[src/include/rissl_map.svh]
// Register offsets, field positions and reset values of the reference select block.
`ifndef RISSL_MAP_SVH
`define RISSL_MAP_SVH

// Printed offsets are word indices, not byte addresses (0x34 only looks like one): byte address is four times.
`define RISSL_IDX_SLEW 8'h31
`define RISSL_IDX_INSEL 8'h32
`define RISSL_IDX_CTRL 8'h33
`define RISSL_IDX_STAT 8'h34

`define RISSL_SLEW_RESET 8'h00
`define RISSL_INSEL_RESET 8'h95
`define RISSL_CTRL_RESET 8'h00

`define RISSL_SLEW2_MSB 3
`define RISSL_SLEW2_LSB 2
`define RISSL_SLEW1_MSB 1
`define RISSL_SLEW1_LSB 0
`define RISSL_SEC_MSB 7
`define RISSL_SEC_LSB 6
`define RISSL_PRI_MSB 5
`define RISSL_PRI_LSB 4
`define RISSL_RSV_MSB 3
`define RISSL_RSV_LSB 2
`define RISSL_SEL_MSB 1
`define RISSL_SEL_LSB 0
`define RISSL_BYPASS_BIT 7

`define RISSL_SLEW_FAST 2'h0
`define RISSL_SLEW_SLOW 2'h2

`endif

[src/include/rissl_pkg.sv]
// Types of the reference select block.
package rissl_pkg;
    typedef enum logic [1:0] {
        RISSL_SEL_AUTO = 2'b00,
        RISSL_SEL_PIN = 2'b01,
        RISSL_SEL_PRI = 2'b10,
        RISSL_SEL_SEC = 2'b11
    } rissl_sel_t;

    typedef enum logic [1:0] {
        RISSL_PIN_LOW = 2'b00,
        RISSL_PIN_MID = 2'b01,
        RISSL_PIN_HIGH = 2'b10
    } rissl_pin_t;
endpackage

[src/include/rissl_sel_if.sv]
// Signals between the register file and the source chooser.
`timescale 1ns/10ps
`default_nettype none
interface rissl_sel_if;
    import rissl_pkg::*;
    logic [1:0] mode;
    logic [1:0] pin_level;
    logic pri_valid;
    logic sec_valid;
    logic use_secondary;
    modport ctrl (output mode, output pin_level, output pri_valid, output sec_valid,
                  input use_secondary);
    modport chooser (input mode, input pin_level, input pri_valid, input sec_valid,
                     output use_secondary);
endinterface
`default_nettype wire

[src/verilog/rissl_top.sv]
// Reference input select and status slew configuration with an APB slave.
//
// Contract
// - Bits 3:2 of the slew register set the second status edge rate, reset 0, 0 fast, 2 slow.
// - Bits 1:0 of the slew register set the first status edge rate, reset 0, 0 fast, 2 slow.
// - Bits 7:6 of the select register set the secondary buffer mode, reset 2, 3 disables.
// - Bits 5:4 of the select register set the primary buffer mode, reset 1, 2 or 3 disable.
// - Bits 1:0 of the select register pick auto, pin, forced primary or forced secondary.
// - In pin mode the three-level pin selects primary low, secondary mid, automatic high.
// - Bits 3:2 of the select register are plain read-write storage resetting to 1.
// - The chosen reference goes through the glitch-free mux unless the bypass bit is set.
`timescale 1ns/10ps
`default_nettype none
`include "rissl_map.svh"
module rissl_top
    import rissl_pkg::*;
(
    input wire logic pclk,
    input wire logic presetn,
    input wire logic psel,
    input wire logic penable,
    input wire logic pwrite,
    input wire logic [11:0] paddr,
    input wire logic [31:0] pwdata,
    input wire logic [3:0] pstrb,
    output logic [31:0] prdata,
    output logic pready,
    output logic pslverr,
    input wire logic [1:0] ref_choice_pin,
    input wire logic pri_clock_valid,
    input wire logic sec_clock_valid,
    output logic [1:0] first_status_edge_rate,
    output logic [1:0] second_status_edge_rate,
    output logic [1:0] primary_buffer_mode,
    output logic [1:0] secondary_buffer_mode,
    output logic primary_buffer_enable,
    output logic secondary_buffer_enable,
    output logic use_secondary_ref,
    output logic glitchfree_mux_bypass
);
    // ------------------------------------------------------------
    // Registers
    // ------------------------------------------------------------
    logic [7:0] status_output_slew_control;
    logic [7:0] reference_input_select;
    logic [7:0] input_clock_control;
    logic [1:0] pin_s1, pin_s2;
    logic pri_s1, pri_s2, sec_s1, sec_s2;
    logic wr_en;
    logic [9:0] word_idx;
    logic hit;
    logic [7:0] next_rdata;

    rissl_sel_if sel_bus();

    assign word_idx = paddr[11:2];
    assign wr_en = psel && penable && pwrite && pstrb[0];

    // The status word reports the synchronised valid levels and the current choice.
    always_comb begin
        hit = 1'b1;
        next_rdata = 8'h00;
        case (word_idx)
            {2'h0, `RISSL_IDX_SLEW}: next_rdata = {4'h0, status_output_slew_control[3:0]};
            {2'h0, `RISSL_IDX_INSEL}: next_rdata = reference_input_select;
            {2'h0, `RISSL_IDX_CTRL}: next_rdata = input_clock_control;
            {2'h0, `RISSL_IDX_STAT}: next_rdata = {5'h00, sec_s2, pri_s2, use_secondary_ref};
            default: hit = 1'b0;
        endcase
    end

    // Slew bits above the two fields are not implemented and read as zero.
    always_ff @(posedge pclk or negedge presetn) begin
        if (!presetn) begin
            status_output_slew_control <= `RISSL_SLEW_RESET;
        end else if (wr_en && word_idx == {2'h0, `RISSL_IDX_SLEW}) begin
            status_output_slew_control <= {4'h0, pwdata[3:0]};
        end
    end

    always_ff @(posedge pclk or negedge presetn) begin
        if (!presetn) begin
            reference_input_select <= `RISSL_INSEL_RESET;
        end else if (wr_en && word_idx == {2'h0, `RISSL_IDX_INSEL}) begin
            reference_input_select <= pwdata[7:0];
        end
    end

    always_ff @(posedge pclk or negedge presetn) begin
        if (!presetn) begin
            input_clock_control <= `RISSL_CTRL_RESET;
        end else if (wr_en && word_idx == {2'h0, `RISSL_IDX_CTRL}) begin
            input_clock_control <= pwdata[7:0];
        end
    end

    // ------------------------------------------------------------
    // Bus answer
    // ------------------------------------------------------------
    // Read data is captured in the setup cycle so that it stands through the access phase.
    always_ff @(posedge pclk or negedge presetn) begin
        if (!presetn) begin
            prdata <= 32'h0000_0000;
        end else if (psel && !penable && !pwrite) begin
            prdata <= {24'h00_0000, next_rdata};
        end
    end

    // Every register answers at once, so the access phase always ends after one cycle.
    assign pready = 1'b1;
    assign pslverr = psel && penable && !hit;

    // ------------------------------------------------------------
    // Pin synchronisers
    // ------------------------------------------------------------
    // Each bit of the pin code is synchronised on its own; a change between codes may show
    // a neighbouring code for one cycle, which the chooser simply follows.
    always_ff @(posedge pclk or negedge presetn) begin
        if (!presetn) begin
            pin_s1 <= 2'h0;
            pin_s2 <= 2'h0;
            pri_s1 <= 1'b0;
            pri_s2 <= 1'b0;
            sec_s1 <= 1'b0;
            sec_s2 <= 1'b0;
        end else begin
            pin_s1 <= ref_choice_pin;
            pin_s2 <= pin_s1;
            pri_s1 <= pri_clock_valid;
            pri_s2 <= pri_s1;
            sec_s1 <= sec_clock_valid;
            sec_s2 <= sec_s1;
        end
    end

    // ------------------------------------------------------------
    // Outputs
    // ------------------------------------------------------------
    assign sel_bus.mode = reference_input_select[`RISSL_SEL_MSB:`RISSL_SEL_LSB];
    assign sel_bus.pin_level = pin_s2;
    assign sel_bus.pri_valid = pri_s2;
    assign sel_bus.sec_valid = sec_s2;

    rissl_chooser u_chooser (
        .pclk(pclk),
        .presetn(presetn),
        .sel(sel_bus)
    );

    assign use_secondary_ref = sel_bus.use_secondary;
    assign glitchfree_mux_bypass = input_clock_control[`RISSL_BYPASS_BIT];
    assign second_status_edge_rate =
        status_output_slew_control[`RISSL_SLEW2_MSB:`RISSL_SLEW2_LSB];
    assign first_status_edge_rate =
        status_output_slew_control[`RISSL_SLEW1_MSB:`RISSL_SLEW1_LSB];
    assign secondary_buffer_mode = reference_input_select[`RISSL_SEC_MSB:`RISSL_SEC_LSB];
    assign primary_buffer_mode = reference_input_select[`RISSL_PRI_MSB:`RISSL_PRI_LSB];
    assign secondary_buffer_enable = secondary_buffer_mode != 2'h3;
    assign primary_buffer_enable = !primary_buffer_mode[1];

    // ------------------------------------------------------------
    // Assertions
    // ------------------------------------------------------------
    slew_write_a: assert property (@(posedge pclk) disable iff (!presetn)
        (wr_en && word_idx == {2'h0, `RISSL_IDX_SLEW})
        |=> second_status_edge_rate == $past(pwdata[3:2]))
        else $error("second edge rate not updated");
    slew_first_a: assert property (@(posedge pclk) disable iff (!presetn)
        (wr_en && word_idx == {2'h0, `RISSL_IDX_SLEW})
        |=> first_status_edge_rate == $past(pwdata[1:0]))
        else $error("first edge rate not updated");
    sec_buf_a: assert property (@(posedge pclk) disable iff (!presetn)
        secondary_buffer_enable == (secondary_buffer_mode != 2'h3))
        else $error("secondary buffer enable wrong");
    pri_buf_a: assert property (@(posedge pclk) disable iff (!presetn)
        primary_buffer_mode >= 2'h2 |-> !primary_buffer_enable)
        else $error("primary buffer not disabled");
    rsv_keep_a: assert property (@(posedge pclk) disable iff (!presetn)
        !(wr_en && word_idx == {2'h0, `RISSL_IDX_INSEL})
        |=> $stable(reference_input_select[3:2]))
        else $error("reserved bits changed without a write");
    bypass_a: assert property (@(posedge pclk) disable iff (!presetn)
        (wr_en && word_idx == {2'h0, `RISSL_IDX_CTRL})
        |=> glitchfree_mux_bypass == $past(pwdata[7]))
        else $error("bypass bit not taken");
    pin_low_a: assert property (@(posedge pclk) disable iff (!presetn)
        (sel_bus.mode == RISSL_SEL_PIN && pin_s2 == RISSL_PIN_LOW) |=> !use_secondary_ref)
        else $error("low pin level did not pick primary");
    auto_fall_a: assert property (@(posedge pclk) disable iff (!presetn)
        (sel_bus.mode == RISSL_SEL_AUTO && !pri_s2 && sec_s2) |=> use_secondary_ref)
        else $error("automatic mode did not fall back");
    forced_pri_a: assert property (@(posedge pclk) disable iff (!presetn)
        sel_bus.mode == RISSL_SEL_PRI |=> !use_secondary_ref)
        else $error("forced primary not chosen");
    pin_high_a: assert property (@(posedge pclk) disable iff (!presetn)
        (sel_bus.mode == RISSL_SEL_PIN && pin_s2 == RISSL_PIN_HIGH && pri_s2)
        |=> !use_secondary_ref)
        else $error("high pin level left a valid primary");
    pin_fall_a: assert property (@(posedge pclk) disable iff (!presetn)
        (sel_bus.mode == RISSL_SEL_PIN && pin_s2 == RISSL_PIN_HIGH && !pri_s2 && sec_s2)
        |=> use_secondary_ref)
        else $error("high pin level did not fall back");
    insel_write_a: assert property (@(posedge pclk) disable iff (!presetn)
        (wr_en && word_idx == {2'h0, `RISSL_IDX_INSEL})
        |=> reference_input_select == $past(pwdata[7:0]))
        else $error("select register not updated");
    ctrl_write_a: assert property (@(posedge pclk) disable iff (!presetn)
        (wr_en && word_idx == {2'h0, `RISSL_IDX_CTRL})
        |=> input_clock_control == $past(pwdata[7:0]))
        else $error("control register not updated");
    slew_upper_a: assert property (@(posedge pclk) disable iff (!presetn)
        status_output_slew_control[7:4] == 4'h0)
        else $error("unused slew bits set");
    rdata_upper_a: assert property (@(posedge pclk) disable iff (!presetn)
        (psel && !penable && !pwrite) |=> prdata[31:8] == 24'h00_0000)
        else $error("read data upper bits set");
    rd_unmapped_a: assert property (@(posedge pclk) disable iff (!presetn)
        (psel && !penable && !pwrite && !hit) |=> prdata == 32'h0000_0000)
        else $error("unmapped read not zero");
endmodule
`default_nettype wire

[src/verilog/rissl_chooser.sv]
// Source chooser: decodes the selection mode and picks primary or secondary.
`timescale 1ns/10ps
`default_nettype none
module rissl_chooser
    import rissl_pkg::*;
(
    input wire logic pclk,
    input wire logic presetn,
    rissl_sel_if.chooser sel
);
    logic next_use_secondary;
    logic use_secondary;

    // Pin mode resolves to a fixed choice or to automatic.
    always_comb begin
        next_use_secondary = 1'b0;
        case (sel.mode)
            RISSL_SEL_AUTO: next_use_secondary = !sel.pri_valid && sel.sec_valid;
            RISSL_SEL_PIN: begin
                case (sel.pin_level)
                    RISSL_PIN_LOW: next_use_secondary = 1'b0;
                    RISSL_PIN_MID: next_use_secondary = 1'b1;
                    RISSL_PIN_HIGH: next_use_secondary = !sel.pri_valid && sel.sec_valid;
                    default: next_use_secondary = 1'b0;
                endcase
            end
            RISSL_SEL_PRI: next_use_secondary = 1'b0;
            RISSL_SEL_SEC: next_use_secondary = 1'b1;
            default: next_use_secondary = 1'b0;
        endcase
    end

    always_ff @(posedge pclk or negedge presetn) begin
        if (!presetn) begin
            use_secondary <= 1'b0;
        end else begin
            use_secondary <= next_use_secondary;
        end
    end

    assign sel.use_secondary = use_secondary;

    forced_sec_a: assert property (@(posedge pclk) disable iff (!presetn)
        sel.mode == RISSL_SEL_SEC |=> use_secondary)
        else $error("forced secondary not chosen");
    auto_pri_a: assert property (@(posedge pclk) disable iff (!presetn)
        (sel.mode == RISSL_SEL_AUTO && sel.pri_valid) |=> !use_secondary)
        else $error("automatic mode left a valid primary");
    pin_mid_a: assert property (@(posedge pclk) disable iff (!presetn)
        (sel.mode == RISSL_SEL_PIN && sel.pin_level == RISSL_PIN_MID) |=> use_secondary)
        else $error("mid pin level did not pick secondary");
endmodule
`default_nettype wire

[config.mk]
export PLATFORM = sky130hd
export DESIGN_NAME = rissl_top
export DESIGN_NICKNAME = d
export VERILOG_FILES = /design/src/include/rissl_pkg.sv /design/src/include/rissl_sel_if.sv /design/src/verilog/rissl_top.sv /design/src/verilog/rissl_chooser.sv
export VERILOG_INCLUDE_DIRS = /design/src /design/src/include
export SDC_FILE = /design/constraint.sdc
export NUM_CORES = 1
export LEC_CHECK = 0
export BUFFER_PORTS_ARGS = -buffer_cell sky130_fd_sc_hd__buf_4
export CORE_ASPECT_RATIO = 2
export CORE_MARGIN = 8
export CORE_UTILIZATION = 30
export CTS_BUF_LIST = sky130_fd_sc_hd__clkbuf_8 sky130_fd_sc_hd__clkbuf_16
export CTS_CLUSTER_SIZE = 24
export DETAILED_ROUTE_END_ITERATION = 16
export PLACE_DENSITY = 0.56
export RECOVER_POWER = 100
export SYNTH_ARGS = -nofsm -noshare
export SYNTH_HDL_FRONTEND = slang
export SYNTH_SLANG_ARGS = --single-unit
[constraint.sdc]
create_clock -name pclk -period 2.7 [get_ports pclk]
set_clock_uncertainty 0.15 [all_clocks]
set_input_delay 0.27 -clock pclk [delete_from_list [all_inputs] [get_ports pclk]]
set_output_delay 0.27 -clock pclk [all_outputs]
set_load 0.1 [all_outputs]
==> metrics <==
number of I/O port buffers 48; Initial Util 30.7%; Final nets 275; first-pass GRT wire length 6730 um; CP Class primary input to flop; top_reg_cell synth dfrtp_1; HPWL after DPL roughly 3400 um; number of CTS-inserted buffers 5; number of global-route vias before repair ~1400; gr usage total roughly a tenth; die height roughly 130 um; drt first pass iters 3; VDD IR max ~0.35 mV; DIE WIDTH 72.6 um; WL per Instance between 10 and 15 um; Core ar. ~6300 um2; Worst-Margin Slew 1.20 ns; status finished clean; Hold Path Class primary input to flop; RSZ-0062 raised after global routing no; Worst EP arrival between 2 and 2.5 ns; largest net degree at the start of global routing 38; final setup violating endpoints 0; Post-Synthesis Cell Area 1920 um2; first-iteration detailed-routing DRC count 17; Antenna diodes 0; headroom to the max-slew limit around 20%; clock sinks 37; DRC viols 0; routability cong. around 0.75; crit path from paddr[8]; Hold Crit Start pwdata[5]; io pins about 100; Leak about 0.0011 uW; CTS Root Cell clkbuf_16; Netlist cell types 34; post-layout min period ~2.2 ns; clock slew at reported path FFs 0.05 ns; vias approximately 1300; H-tree Lvls 2; DRT Wirelength around 4300 um; power per cell area just under 600 nW/um2; Max Slew Vio Count 0; maxcap violations 0; period utilisation layout 81.5%; setup total negative slack 0 ns; number of synthesized flops with an enable pin 0; most frequent cells in the layout 33 x dfrtp_1, 25 x conb_1, 23 x clkbuf_1, 21 x mux2_2, 21 x buf_4; dpl cells a little under 300; TritonCTS clock tree done; Fin. Hold Viols 0; Vias/cell between 4 and 5; share of layout cells above drive strength 1 between 20 and 30%; crit path max fanout 5; worst-skew pair later-pin latency 0.27 ns; Max Root-Sink Buffers 2; CP endpoint kind flop; hold slack around 0.07 ns; Area Overhead vs Synth 23.2%; total grt overflow 0; register area share after synthesis around half; initial antenna violation count 0; Ys Warns 0; Worst EP required ~2.7 ns; Post-synth ARST share 100%; most common cell after layout, fill and taps aside dfrtp_1; die area 9370 um2; Row Count 41; startpoint types primary input; RR Startpoint status_output_slew_control[1]$_DFFE_PN0P_; Post-Layout Cell Count between 300 and 400; register bit total from synthesis 37; DRT antenna net count 0; Cells after Synth 163; f_max ~0.45 GHz; Avg Cell Area, Syn about 12 um2
[final timing paths]
check	cells after the start	endpoint	slack, ns
max reg2reg	3	prdata[1]$_DFFE_PN0P_	1.33
max in group asynchronous	2	pin_s2[1]$_DFF_PN0_	1.33
min in group asynchronous	2	prdata[7]$_DFFE_PN0P_	0.51
max	5	input_clock_control[4]$_DFFE_PN0P_	0.50
min reg2reg	0	pin_s2[1]$_DFF_PN0_	0.19
min	2	reference_input_select[5]$_DFFE_PN0P_	0.07
[metal layers]
metal | part of all wire (%) | track usage, % | vias to the layer above
met5 | 0 | 0 | -
met4 | 1.9 | 5.58 | 0
met3 | 7.2 | 2.79 | 4
met2 | 54 | 16.8 | 55
met1 | 37 | 8.99 | 622
li1 | - | - | 625
[cell families after synthesis]
| logic type | synth area share [%] |
|---|---|
| flops | 48.5 |
| buf+inv | 13.3 |
| compound gates | 5.87 |
| simple gates | 14.5 |
| other cells | 0.391 |
| fa+ha+maj | 1.30 |
| mux | 16.2 |
[cell type report]
type	instances	area, um2
Fill cell	669	3890
Sequential cell	37	931
Multi-Input combinational cell	110	816
Timing Repair Buffer	56	342
Clock buffer	6	139
Tap cell	86	108
Inverter	6	22.5
Clock inverter	2	7.51
[power by group]
part / total (uW) / switching [uW] / internal, uW
clock: 553 / 194 / 360
combinational: 255 / 210 / 45.1
sequential: 566 / 3.23 / 563
total: 1370 / 407 / 968
[through the flow]
stage | setup WS (ns) | cell area (um2) | power, uW | util (%)
after floorplan | 0.302 | 2010 | 800 | -
after CTS | 0.711 | 2470 | 1400 | 39.4
after global placement | 0.435 | 2270 | 827 | 36.3
after global routing | 0.423 | 2360 | 1430 | 37.8
after detailed placement | 0.427 | 2270 | 829 | 36.3
final | 0.501 | 2360 | 1370 | 37.8
[worst max-delay path, stage by stage]
cell	delay [ns]
clkbuf_4	0.11
or4_1	0.65
nor4_4	0.47
clkbuf_1	0.32
mux2_2	0.38
[registers in the layout, indices dropped and copies added (netlist names)]
name,cells
input_clock_control,8
prdata,8
reference_input_select,8
status_output_slew_control,4
pin_s1,2
pin_s2,2
pri_s1,1
pri_s2,1
sec_s1,1
sec_s2,1
u_chooser.sel.use_secondary,1
[Yosys cell counts (2+ instances only)]
master    number  area, um2
dfrtp_1       33        826
buf_4         29        218
mux2_2        21        236
nand2_1       12       45.0
o21ai_0        8       40.0
nor4bb_1       7       70.1
inv_1          6       22.5
clkbuf_1       4       15.0
dfstp_2        4        105
mux2i_1        4       40.0
a211oi_1       3       22.5
mux2_1         3       33.8
a21oi_1        2       10.0
conb_1         2       7.51
ha_1           2       25.0
nand2b_1       2       12.5
nand4_1        2       12.5
nor3b_1        2       15.0
nor4_4         2       42.5
[repair_timing]
| action | CTS | global route |
|---|---|---|
| endpoints found under the hold margin | 37 | 0 |
| hold buffers | 5 | 0 |
| gates resized for setup | 0 | 0 |
| setup buffers | 0 | 0 |
(Power assumes the default switching activity.)
